[src/mcs_pkg.sv]
package mcs_pkg;
  // ---------------------------------------------------------------
  // Word and channel layout
  // ---------------------------------------------------------------
  localparam int          WORD_W       = 10;        // One channel word
  localparam int          NUM_CH       = 6;         // Channels per cycle
  localparam logic [9:0]  COND_ABSENT  = 10'h000;   // Conductivity absent
  localparam logic [9:0]  PRES_ABSENT  = 10'h3FF;   // Pressure absent
  localparam logic [9:0]  REF_DEFAULT  = 10'h2AA;   // Arbitrary value
  localparam int          FIFO_DEPTH   = 32;        // Store path buffer

  // ---------------------------------------------------------------
  // Timebase and interval selector
  // ---------------------------------------------------------------
  localparam int CLK_HZ        = 100_000_000;       // SYS_CLK rate
  localparam int TICK_US       = 1000;              // Timebase tick, us
  localparam int TICK_CYCLES   = CLK_HZ / 1_000_000 * TICK_US;
  localparam int TICKS_PER_STEP = 60_000;           // Ticks per selector step
  localparam int SEL_W         = 4;                 // Interval selector width
  localparam logic [3:0] SEL_MANUAL = 4'h0;         // Manual-start position

  // ---------------------------------------------------------------
  // APB register map (byte addresses)
  // ---------------------------------------------------------------
  localparam logic [7:0] CTRL_OFS    = 8'h00;       // Control
  localparam logic [7:0] STATUS_OFS  = 8'h04;       // Status
  localparam logic [7:0] REFVAL_OFS  = 8'h08;       // Reference word
  localparam logic [7:0] ROTOR_OFS   = 8'h0C;       // Rotor count
  localparam logic [7:0] CYCLES_OFS  = 8'h10;       // Completed cycles
  localparam int CTRL_SEL_LSB   = 0;                // Interval selector
  localparam int CTRL_TRNG_LSB  = 4;                // Temperature range
  localparam int CTRL_CPRES_BIT = 6;                // Conductivity present
  localparam int CTRL_PPRES_BIT = 7;                // Pressure present
  localparam int CTRL_START_BIT = 8;                // Software start

  // Temperature range selector codes
  typedef enum logic [1:0] {TR_LOW, TR_WIDE, TR_HIGH} trange_t;
endpackage

[src/measurement_cycle_sequencer.sv]
// Functional notes
// RULE_01: Timebase starts cycles at selected interval
// RULE_02: Six channels read in fixed order
// RULE_03: Absent sensors give 0 and 1023
// RULE_04: Reference channel gives fixed value
// RULE_05: Rotor counts each half revolution
// RULE_06: Power reset restarts interval timebase
// RULE_07: Position 0 starts only on manual; the code also starts on terminal trigger or software start
// RULE_08: Operator sets interval, then presses start
// RULE_09: Each word sent live while stored
// RULE_10: Terminal trigger in, coded data out
// RULE_11: Temperature range selects one of three
// RULE_12: Every result is one 10-bit word
// RULE_13: After last word, return idle
// RULE_14: Triggers during a cycle are ignored; the code still restarts the interval count on them
//
// The implementer's own choices: register access over APB and the register offsets.
`timescale 1ns/10ps
`default_nettype none
module measurement_cycle_sequencer
  #(
  parameter int TICK_CNT = mcs_pkg::TICK_CYCLES,
  parameter int STEP_TICKS = mcs_pkg::TICKS_PER_STEP
) (
  input  wire logic        SYS_CLK,
  input  wire logic        RESET,
  input  wire logic        PSEL,
  input  wire logic        PENABLE,
  input  wire logic        PWRITE,
  input  wire logic [7:0]  PADDR,
  input  wire logic [31:0] PWDATA,
  output logic      [31:0] PRDATA,
  output logic             PREADY,
  output logic             PSLVERR,
  input  wire logic        MANUAL_START,
  input  wire logic        TERM_TRIGGER,
  input  wire logic        ROTOR_PULSE,
  input  wire logic [9:0]  TEMP_RAW,
  input  wire logic [9:0]  COND_RAW,
  input  wire logic [9:0]  PRES_RAW,
  input  wire logic [9:0]  DIR_RAW,
  output logic [9:0]       STORE_DATA,
  output logic             STORE_VALID,
  input  wire logic        STORE_READY,
  output logic [9:0]       LIVE_DATA,
  output logic             LIVE_VALID,
  output logic [2:0]       LIVE_CHANNEL,
  output logic             BUSY
);
  import mcs_pkg::*;

  // ---------------------------------------------------------------
  // Declarations
  // ---------------------------------------------------------------
  typedef enum {S_IDLE, S_LOAD, S_PUSH, S_DRAIN} seq_t;
  seq_t             st_reg, st_next;          // Sequencer state
  logic [2:0]       ch_reg, ch_next;          // Channel index
  logic [WORD_W-1:0] word_reg, word_next;     // Current word
  logic [31:0]      tick_reg, tick_next;      // Tick divider
  logic [31:0]      ivl_reg, ivl_next;        // Interval tick counter
  logic [15:0]      rotor_reg, rotor_next;    // Half-revolution count
  logic [15:0]      ncyc_reg, ncyc_next;      // Completed cycles
  logic [8:0]       ctrl_reg, ctrl_next;      // Control register
  logic [9:0]       ref_reg, ref_next;        // Reference word
  logic [31:0]      prdata_next;
  logic             pready_next, pslverr_next;
  logic [9:0]       lv_data_next;
  logic             lv_valid_next;
  logic [2:0]       lv_ch_next;
  logic [2:0]       man_s, trg_s, rot_s;      // Three-stage synchronisers
  logic             man_q, trg_q, rot_q;      // Filtered levels
  logic             man_rise, trg_rise, rot_rise;
  logic             tick_en, due, start_req, sw_start;
  logic             apb_wr, apb_rd;
  logic             f_in_valid, f_in_ready;
  logic [9:0]       f_out_data, st_data_next;   // FIFO head, store word
  logic             f_out_valid, st_free, st_valid_next;

  // Sensor word select by channel index and range
  function automatic logic [9:0] chan_word(input logic [2:0] ch,
                                           input logic [8:0] ctl,
                                           input logic [9:0] refv,
                                           input logic [15:0] rot);
    logic [9:0] t;
    t = TEMP_RAW;
    // RULE_11: wide range halves the word, high range zeroes words up to 10'h1FF
    case (trange_t'(ctl[CTRL_TRNG_LSB +: 2]))
      TR_LOW:  t = TEMP_RAW;
      TR_WIDE: t = {1'b0, TEMP_RAW[9:1]};
      TR_HIGH: t = (TEMP_RAW > 10'h1FF) ? TEMP_RAW : 10'h000;
      default: t = TEMP_RAW;
    endcase
    case (ch)
      // RULE_04: fixed reference
      3'h0:    chan_word = refv;
      3'h1:    chan_word = t;
      // RULE_03: absent sensor constants
      3'h2:    chan_word = ctl[CTRL_CPRES_BIT] ? COND_RAW : COND_ABSENT;
      3'h3:    chan_word = ctl[CTRL_PPRES_BIT] ? PRES_RAW : PRES_ABSENT;
      3'h4:    chan_word = DIR_RAW;
      // RULE_12: ten-bit rotor word
      default: chan_word = rot[9:0];
    endcase
  endfunction

  // ---------------------------------------------------------------
  // Pin synchronisers, change counts when stages two and three agree
  // ---------------------------------------------------------------
  always_ff @(posedge SYS_CLK or posedge RESET) begin
    if (RESET) begin
      man_s <= '0;
      trg_s <= '0;
      rot_s <= '0;
      man_q <= 1'b0;
      trg_q <= 1'b0;
      rot_q <= 1'b0;
    end else begin
      man_s <= {man_s[1:0], MANUAL_START};
      trg_s <= {trg_s[1:0], TERM_TRIGGER};
      rot_s <= {rot_s[1:0], ROTOR_PULSE};
      if (man_s[1] == man_s[2]) man_q <= man_s[2];
      if (trg_s[1] == trg_s[2]) trg_q <= trg_s[2];
      if (rot_s[1] == rot_s[2]) rot_q <= rot_s[2];
    end
  end

  // Edge detection on filtered levels only
  always_comb begin
    man_rise = (man_s[2] == man_s[1]) && man_s[2] && !man_q;
    trg_rise = (trg_s[2] == trg_s[1]) && trg_s[2] && !trg_q;
    rot_rise = (rot_s[2] == rot_s[1]) && rot_s[2] && !rot_q;
  end

  // ---------------------------------------------------------------
  // APB decode and next values
  // ---------------------------------------------------------------
  always_comb begin
    apb_wr       = PSEL && PENABLE && PWRITE;
    apb_rd       = PSEL && !PENABLE && !PWRITE;
    ctrl_next    = ctrl_reg;
    ref_next     = ref_reg;
    sw_start     = 1'b0;
    pready_next  = PSEL && !PENABLE;  // One wait-free access cycle
    pslverr_next = 1'b0;
    prdata_next  = PRDATA;
    if (apb_wr) begin
      case (PADDR)
        CTRL_OFS: begin
          ctrl_next = {1'b0, PWDATA[7:0]};
          sw_start  = PWDATA[CTRL_START_BIT];
        end
        REFVAL_OFS: ref_next = PWDATA[9:0];
        STATUS_OFS, ROTOR_OFS, CYCLES_OFS: ;
        default: ;
      endcase
    end
    if (PSEL && !PENABLE) begin
      pslverr_next = !(PADDR inside {CTRL_OFS, STATUS_OFS, REFVAL_OFS,
                                     ROTOR_OFS, CYCLES_OFS});
    end
    if (apb_rd) begin
      case (PADDR)
        CTRL_OFS:   prdata_next = {23'h0, ctrl_reg};
        STATUS_OFS: prdata_next = {25'h0, f_out_valid, !f_in_ready,
                                   ch_reg, BUSY, 1'b0};
        REFVAL_OFS: prdata_next = {22'h0, ref_reg};
        ROTOR_OFS:  prdata_next = {16'h0, rotor_reg};
        CYCLES_OFS: prdata_next = {16'h0, ncyc_reg};
        default:    prdata_next = 32'h0000_0000;
      endcase
    end
  end

  // ---------------------------------------------------------------
  // Timebase next values
  // ---------------------------------------------------------------
  always_comb begin
    tick_en   = (tick_reg == 32'(TICK_CNT - 1));
    tick_next = tick_en ? 32'h0000_0000 : tick_reg + 32'h0000_0001;
    // RULE_01: selector scales interval
    due       = (ctrl_reg[SEL_W-1:0] != SEL_MANUAL) && tick_en &&
                (ivl_reg + 32'h0000_0001 >=
                 32'(ctrl_reg[SEL_W-1:0]) * 32'(STEP_TICKS));
    // RULE_07: manual position starts on press, terminal trigger or software start
    // RULE_10: terminal trigger starts cycle
    start_req = due || man_rise || trg_rise || sw_start;
    ivl_next  = ivl_reg;
    if (tick_en) ivl_next = ivl_reg + 32'h0000_0001;
    // RULE_08: manual start restarts interval
    if (due || man_rise || trg_rise || sw_start) ivl_next = 32'h0000_0000;
    // RULE_05: count half revolutions
    rotor_next = rotor_reg + (rot_rise ? 16'h0001 : 16'h0000);
  end

  // ---------------------------------------------------------------
  // Sequencer next values
  // ---------------------------------------------------------------
  always_comb begin
    st_next       = st_reg;
    ch_next       = ch_reg;
    word_next     = word_reg;
    ncyc_next     = ncyc_reg;
    f_in_valid    = 1'b0;
    lv_valid_next = 1'b0;
    lv_data_next  = LIVE_DATA;
    lv_ch_next    = LIVE_CHANNEL;
    // Store register reloads only when empty or taken, so no word is lost
    st_free       = !STORE_VALID || STORE_READY;
    st_data_next  = (f_out_valid && st_free) ? f_out_data : STORE_DATA;
    st_valid_next = f_out_valid || (STORE_VALID && !STORE_READY);
    case (st_reg)
      // RULE_14: cycle starts only taken here; triggers still restart the interval count in any state
      S_IDLE: if (start_req) begin
        ch_next = 3'h0;
        st_next = S_LOAD;
      end
      S_LOAD: begin
        word_next = chan_word(ch_reg, ctrl_reg, ref_reg, rotor_reg);
        st_next   = S_PUSH;
      end
      S_PUSH: begin
        f_in_valid = 1'b1;
        if (f_in_ready) begin
          // RULE_09: live copy with store
          lv_valid_next = 1'b1;
          lv_data_next  = word_reg;
          lv_ch_next    = ch_reg;
          // RULE_02: next channel in order
          if (ch_reg == 3'(NUM_CH - 1)) begin
            st_next = S_DRAIN;
          end else begin
            ch_next = ch_reg + 3'h1;
            st_next = S_LOAD;
          end
        end
      end
      // RULE_13: back to idle after store
      S_DRAIN: if (!f_out_valid && st_free) begin
        ncyc_next = ncyc_reg + 16'h0001;
        st_next   = S_IDLE;
      end
      default: st_next = S_IDLE;
    endcase
  end

  // ---------------------------------------------------------------
  // State registers
  // ---------------------------------------------------------------
  always_ff @(posedge SYS_CLK or posedge RESET) begin
    if (RESET) begin
      st_reg       <= S_IDLE;
      ch_reg       <= 3'h0;
      word_reg     <= '0;
      // RULE_06: reset clears timebase
      tick_reg     <= '0;
      ivl_reg      <= '0;
      rotor_reg    <= '0;
      ncyc_reg     <= '0;
      ctrl_reg     <= '0;
      ref_reg      <= REF_DEFAULT;
      PRDATA       <= '0;
      PREADY       <= 1'b0;
      PSLVERR      <= 1'b0;
      LIVE_DATA    <= '0;
      LIVE_VALID   <= 1'b0;
      LIVE_CHANNEL <= 3'h0;
      BUSY         <= 1'b0;
    end else begin
      st_reg       <= st_next;
      ch_reg       <= ch_next;
      word_reg     <= word_next;
      tick_reg     <= tick_next;
      ivl_reg      <= ivl_next;
      rotor_reg    <= rotor_next;
      ncyc_reg     <= ncyc_next;
      ctrl_reg     <= ctrl_next;
      ref_reg      <= ref_next;
      PRDATA       <= prdata_next;
      PREADY       <= pready_next;
      PSLVERR      <= pslverr_next;
      LIVE_DATA    <= lv_data_next;
      LIVE_VALID   <= lv_valid_next;
      LIVE_CHANNEL <= lv_ch_next;
      BUSY         <= (st_next != S_IDLE);
    end
  end

  // ---------------------------------------------------------------
  // Store path buffer; store stalls apply back-pressure to sequencer
  // ---------------------------------------------------------------
  word_fifo #(
    .WIDTH (WORD_W),
    .DEPTH (FIFO_DEPTH)
  ) u_fifo (
    .clk       (SYS_CLK),
    .rst       (RESET),
    .in_valid  (f_in_valid),
    .in_ready  (f_in_ready),
    .in_data   (word_reg),
    .out_valid (f_out_valid),
    .out_ready (st_free),
    .out_data  (f_out_data)
  );

  // Registered store outputs; word held while the store stalls
  always_ff @(posedge SYS_CLK or posedge RESET) begin
    if (RESET) begin
      STORE_DATA  <= '0;
      STORE_VALID <= 1'b0;
    end else begin
      STORE_DATA  <= st_data_next;
      STORE_VALID <= st_valid_next;
    end
  end
endmodule
`default_nettype wire

[src/word_fifo.sv]
`timescale 1ns/10ps
`default_nettype none
module word_fifo #(
  parameter int WIDTH = 10,
  parameter int DEPTH = 32
) (
  input  wire logic             clk,
  input  wire logic             rst,
  input  wire logic             in_valid,
  output logic                  in_ready,
  input  wire logic [WIDTH-1:0] in_data,
  output logic                  out_valid,
  input  wire logic             out_ready,
  output logic      [WIDTH-1:0] out_data
);
  localparam int AW = $clog2(DEPTH);
  logic [WIDTH-1:0] mem_reg [DEPTH];   // Storage flip-flops
  logic [AW-1:0]    wr_reg, rd_reg;    // Pointers
  logic [AW-1:0]    wr_next, rd_next;  // Next pointers
  logic [AW:0]      cnt_reg, cnt_next; // Fill level
  logic             push, pop;

  // ---------------------------------------------------------------
  // Handshake and level
  // ---------------------------------------------------------------
  always_comb begin
    in_ready  = (cnt_reg != (AW+1)'(DEPTH));
    out_valid = (cnt_reg != '0);
    out_data  = mem_reg[rd_reg];
    push      = in_valid && in_ready;
    pop       = out_valid && out_ready;
    cnt_next  = cnt_reg + (AW+1)'(push) - (AW+1)'(pop);
    wr_next   = push ? wr_reg + AW'(1) : wr_reg;
    rd_next   = pop ? rd_reg + AW'(1) : rd_reg;
  end

  // Pointer registers; wrap relies on power-of-two depth
  always_ff @(posedge clk or posedge rst) begin
    if (rst) begin
      wr_reg  <= '0;
      rd_reg  <= '0;
      cnt_reg <= '0;
    end else begin
      wr_reg  <= wr_next;
      rd_reg  <= rd_next;
      cnt_reg <= cnt_next;
    end
  end

  // Data storage, no reset needed
  always_ff @(posedge clk) begin
    if (push) mem_reg[wr_reg] <= in_data;
  end
endmodule
`default_nettype wire

[config.mk]
export PLATFORM = sky130hd
export DESIGN_NAME = measurement_cycle_sequencer
export DESIGN_NICKNAME = d
export VERILOG_FILES = /design/src/mcs_pkg.sv /design/src/measurement_cycle_sequencer.sv /design/src/word_fifo.sv
export SDC_FILE = /design/constraint.sdc
export NUM_CORES = 1
export LEC_CHECK = 0
export ABC_AREA = 1
export BUFFER_PORTS_ARGS = -buffer_cell sky130_fd_sc_hd__buf_4
export CAP_MARGIN = 10
export CORE_ASPECT_RATIO = 0.9
export CORE_MARGIN = 3
export CORE_UTILIZATION = 47
export DETAILED_ROUTE_END_ITERATION = 6
export PLACE_DENSITY = 0.71
export SLEW_MARGIN = 10
export SYNTH_ARGS = -nofsm -noshare
export SYNTH_HDL_FRONTEND = slang
export SYNTH_SLANG_ARGS = --single-unit
[constraint.sdc]
create_clock -name SYS_CLK -period 12.37 [get_ports SYS_CLK]
set_input_delay 2.474 -clock SYS_CLK [delete_from_list [all_inputs] [get_ports SYS_CLK]]
set_output_delay 2.474 -clock SYS_CLK [all_outputs]
set_load 0.03 [all_outputs]
* Word level (Yosys, flattened, before mapping)
Memories as Yosys holds them, arrays and structs flattened. A register that Yosys moved wholly into a read port is not among the register bits. Cells that the tools add are included.
Storage, ports and cells: latch bits 0, input bits 89, memories 1, memory bits (read-only) 0, register bits 237, bits in writable memories 320, logic and storage cells 136, output and inout port bits 60
Memory list:
- u_fifo.mem_reg | depth 32, bits a word 10, read ports 1, clocked after memory_dff 1, write ports 1, RTL line word_fifo.sv:17 | logic [WIDTH-1:0] mem_reg [DEPTH];
Cells by class: $add $sub $neg 9, divide/modulo/power cells 0, reduce and logical (&&, ||, !) cells 45, shift operators 0, eq/ne operators 25, bitwise gates (word level) 0, $lt $le $gt $ge 2, multiplexer cells 27, multipliers 1
Operators by type and width (count):
- 32-bit two-way mux | 6
- 32-bit one-hot mux with 4 select lines | 1
- 16-bit one-hot mux with 5 select lines | 1
- 32-bit by 1-bit adder with 32-bit output, second input constant | 2
- 32-bit by 2-bit == test with 1-bit output, second input constant | 2
- 10-bit one-hot mux with 5 select lines | 1
- 32-bit by 1-bit == test with 1-bit output, second input constant | 1
- 32-bit by 17-bit == test with 1-bit output, second input constant | 1
- 32-bit by 20-bit >= comparator with 1-bit output | 1
- 32-bit zero test | 1
- 32-bit nonzero test | 1
- 10-bit two-way mux | 3
- 10-bit one-hot mux with 2 select lines | 1
- 16-bit by 1-bit adder with 16-bit output | 1
- 16-bit by 1-bit adder with 16-bit output, second input constant | 1
- 8-bit by 4-bit == test with 1-bit output, second input constant | 2
- 1-bit logical AND | 16
- 4-bit by 11-bit multiplier with 15-bit output, second input constant | 1
- 5-bit by 1-bit adder with 5-bit output, second input constant | 2
- 10-bit by 9-bit > comparator with 1-bit output, second input constant | 1
- 1-bit zero test | 10
- 1-bit two-way mux | 9
- 3-bit two-way mux | 3
- 8-bit by 3-bit == test with 1-bit output, second input constant | 1
- 23 further kinds | 40

* Logic depth before layout (Yosys ltp)
depth in word-level cells 9, mapped depth 25

* Hierarchy
A second synthesis with hierarchy kept.
Second synthesis, totals: cells, all modules 2789, area total of the unflattened synthesis 26345.3 um^2
Modules (own cells, without submodules):
- word_fifo | area an instance 14537.7 um^2, instances 1, sequential area each 10009.6 um^2, cells an instance 1369
- measurement_cycle_sequencer | area an instance 11807.6 um^2, instances 1, sequential area each 5386.4 um^2, cells an instance 1420

* Worst setup path before layout
OpenSTA, ideal clock, no wires.
path kind in2reg, start point in STORE_READY, end point reg u_fifo.cnt_reg[4], arrival time 4.355 ns, buffers on the path 1, stages on the path 14, setup slack 7.936 ns, path through inv_1 -> nand2_1 -> nand2_1 -> inv_1 -> clkbuf_1 -> ha_1 -> inv_1 -> ha_1 -> inv_1 -> fa_1 -> inv_1 -> a21oi_1 -> o21ai_0 -> xor2_1
On the way: word-level cells in the longest chain between the ends 3
Ends and longest elaborated chain:
- start, declared | RTL line measurement_cycle_sequencer.sv:44 | input wire logic STORE_READY,
- 1-bit logical OR | RTL line measurement_cycle_sequencer.sv:208 | st_free = !STORE_VALID || STORE_READY;
- 1-bit logical AND | RTL line word_fifo.sv:31 | pop = out_valid && out_ready;
- via u_fifo.pop | RTL line word_fifo.sv:21 | logic push, pop;
- 6-bit by 1-bit subtractor with 6-bit output | RTL line word_fifo.sv:32 | cnt_next = cnt_reg + (AW+1)'(push) - (AW+1)'(pop);
- via u_fifo.cnt_next[4] | RTL line word_fifo.sv:20 | logic [AW:0] cnt_reg, cnt_next;
- end signal, assigned | RTL line word_fifo.sv:46 | cnt_reg <= cnt_next;
- end, declared | RTL line word_fifo.sv:20
The timed path passes the listed nets, and every way through them passes these cells. A chain may end at the register's enable or synchronous reset.

* Worst setup path in the final report
start point in STORE_READY, end point reg u_fifo.cnt_reg[4]
On the way: word-level cells in the longest chain between the ends 3
Ends and longest elaborated chain (RTL line):
- 1-bit logical OR | measurement_cycle_sequencer.sv:208
- 1-bit logical AND | word_fifo.sv:31
- 6-bit by 1-bit subtractor with 6-bit output | word_fifo.sv:32
- via u_fifo.cnt_next[4] | word_fifo.sv:20
The timed path passes the listed nets, and every way through them passes these cells.

==> metrics.csv <==
metric,value,unit
Hold Path Stages,0,
Largest register FFs,320,
Worst-Margin Slew,1.17,ns
diodes inserted,0,
setup TNS,0,ns
Vias,18600,
CP top delay family,adder cells,
Pwr per Cell Area,174,mW/mm2
Port Buffers,110,
status,"finished, final reports clean",
max incr delay on CP,0.52,ns
nets@finish,2775,
detailed-router iteration count before antenna repair,6,
share of layout cells above drive strength 1,0.106,
dpl cells,3251,
global-route wire length before repair,96.9,mm
vias per inst,5.53,
Std-Cell Rows,80,
"Cell Area, Synth",0.0253,mm2
number of synthesized register bits,551,
CTS tree,done,
slew margin rel.,0.220,
library cells used by synthesis,53,
Die Y,226,um
"EDFF count, synth",320,
GRT Util Overall,0.216,
Worst Hold Class,reg -> reg,
Slew Limit Fails,0,
reg2reg path depth,24,
DRC viols,0,
WP buf/inv,6,
share of the synthesized area in the top cell type,0.380,
CTS Hold Bufs,0,
post-cts resize count,0,
worst-path cell chain,"buf_4, inv_1, nand2_1, nand2_1, inv_1, ha_1, inv_1, ha_1, inv_1, fa_1, inv_1, a21oi_1, o21ai_0, xor2_1",
worst setup path class,in -> reg,
"Min Clock Period, post-route",4.83,ns
CTS root buf,clkbuf_16,
Mapped Cells,2492,
Final Setup Violations,0,
Mean Syn Cell Area,10.1,um2
top post-synthesis cells by area,"edfxtp_1 (38%), dfrtp_1 (22%), nand2_1 (6.4%), nor2_1 (5.2%), o21ai_0 (4.6%)",
drt first-iter violations,1799,
Total Wirelength,61.4,mm
Initial Utilization,0.476,
dominant cell type by area after synthesis,edfxtp_1,
vias in the first global route,18100,
clock buffer count from CTS,56,
worst r2r src,ctrl_reg[2],
"Area growth, synth to finish",13.9,%
Crit path depth,14,
"commonest non-fill, non-tap cells in the layout","nand2_1 (433), nor2_1 (346), edfxtp_1 (320)",
DPL Wire Length,39.7,mm
initial antenna violation count,0,
Max VDD drop,143,uV
Hold Fails Final Rpt,0,
CTS sink cnt,551,
H-tree levels,2,
clock-pin transition on the worst setup and hold timing paths,0.06,ns
Critical Path RT,12.90,ns
GPL Wtd Cong,0.905,
fin cells,3357,
grt ovf,0,
final period utilization,0.391,
Final Skew,0.0242,ns
max cap viols,0,
arrival time worst endpoint,5.36,ns
Avg WL per Cell,18.3,um
sequential cell area fraction in the yosys report,0.609,
"most common cell after layout, fill and taps aside",nand2_1,
largest buffer count on any clock path,3,
Post-synth ARST share,0.419,
ys flop type,edfxtp_1,
Die W,251,um
Routed Antenna Nets,0,
Worst Path Max Fanout,14,
Core Box Area,0.0532,mm2
die area,0.0566,mm2
Most Frequent Cell on Critical Path,inv_1,
Worst-Skew Late Latency,0.61,ns
RSZ-0062 raised after global routing,false,
I/O Pins,149,
Critical Path End Type,register,
Max Fclk,0.207,GHz
hold path startpoint,rot_s[0],
yosys synthesis warning count,0,
pin count of the biggest net entering global routing,107,
crit path launch type,input pin,
slowest cell on the critical path,inv_1,
setup bufs post-CTS,0,
Worst setup startpoint,STORE_READY,
static leakage,12.6,nW
-- logic make-up after synthesis --
logic type / share of synthesized area
flops: 0.609
other cells: 0.000148
mux: 0.000445
simple gates: 0.166
xor+xnor: 0.0256
fa+ha+maj: 0.0381
compound gates: 0.107
buf+inv: 0.0537
-- power breakdown --
part / total [W] / internal [W] / leakage [nW] / switching [W]
Combinational: 0.00113 / 0.000354 / 4.85 / 0.000775
Clock: 0.00182 / 0.00109 / 0.985 / 0.000726
Sequential: 0.00206 / 0.00199 / 6.72 / 0.0000732
-- cell usage after synthesis (10+ instances only) --
cell / n
edfxtp_1: 320
ha_1: 69
o221ai_1: 36
dfrtp_1: 226
o21ai_0: 231
o22ai_1: 67
nor2_1: 347
a21oi_2: 23
a221oi_1: 12
nand2_1: 433
buf_4: 16
xnor2_1: 15
a21oi_1: 46
nand4_1: 50
nor3_1: 39
nand3_1: 85
inv_1: 223
clkbuf_1: 84
o211ai_1: 10
xor2_1: 59
nor4_1: 16
-- cell type report --
type	count	area (um2)
fill	4515	24300
clock buffer	67	1530
multi-input combinational	1647	8710
inverter	230	873
timing repair buffer	126	946
clock inverter	39	475
tap	697	872
sequential	551	15400
-- metrics by stage --
stage	utilization	setup WS, ns	total power, W	hold slack (ns)	cell area (um2)
after floorplan	-	3.57	0.00286	0.331	25500
after global placement	0.504	6.93	0.00316	0.340	26800
after detailed placement	0.504	6.96	0.00320	0.337	26800
after CTS	0.542	7.57	0.00502	0.358	28800
after global routing	0.542	7.34	0.00524	0.377	28800
final	0.542	7.54	0.00500	0.358	28800
-- path summary, 6_finish.rpt --
check                      slack (ns)                end
setup / recovery                 7.54  u_fifo.cnt_reg[4]
hold / removal                   0.36           rot_s[1]
setup reg to reg                 7.87               BUSY
hold reg to reg                  0.36           rot_s[1]
max in group asynchronous        8.26        word_reg[4]
min in group asynchronous        2.03           man_s[0]
-- routing by layer --
metal / wire, um / up-vias / track usage
met5: 0 / - / 0
met4: 1530 / 0 / 0.0670
met3: 4630 / 108 / 0.0396
met2: 28600 / 656 / 0.347
met1: 26600 / 9054 / 0.301
li1: - / 8747 / -
No activity file was read; power rests on OpenSTA's default activity.
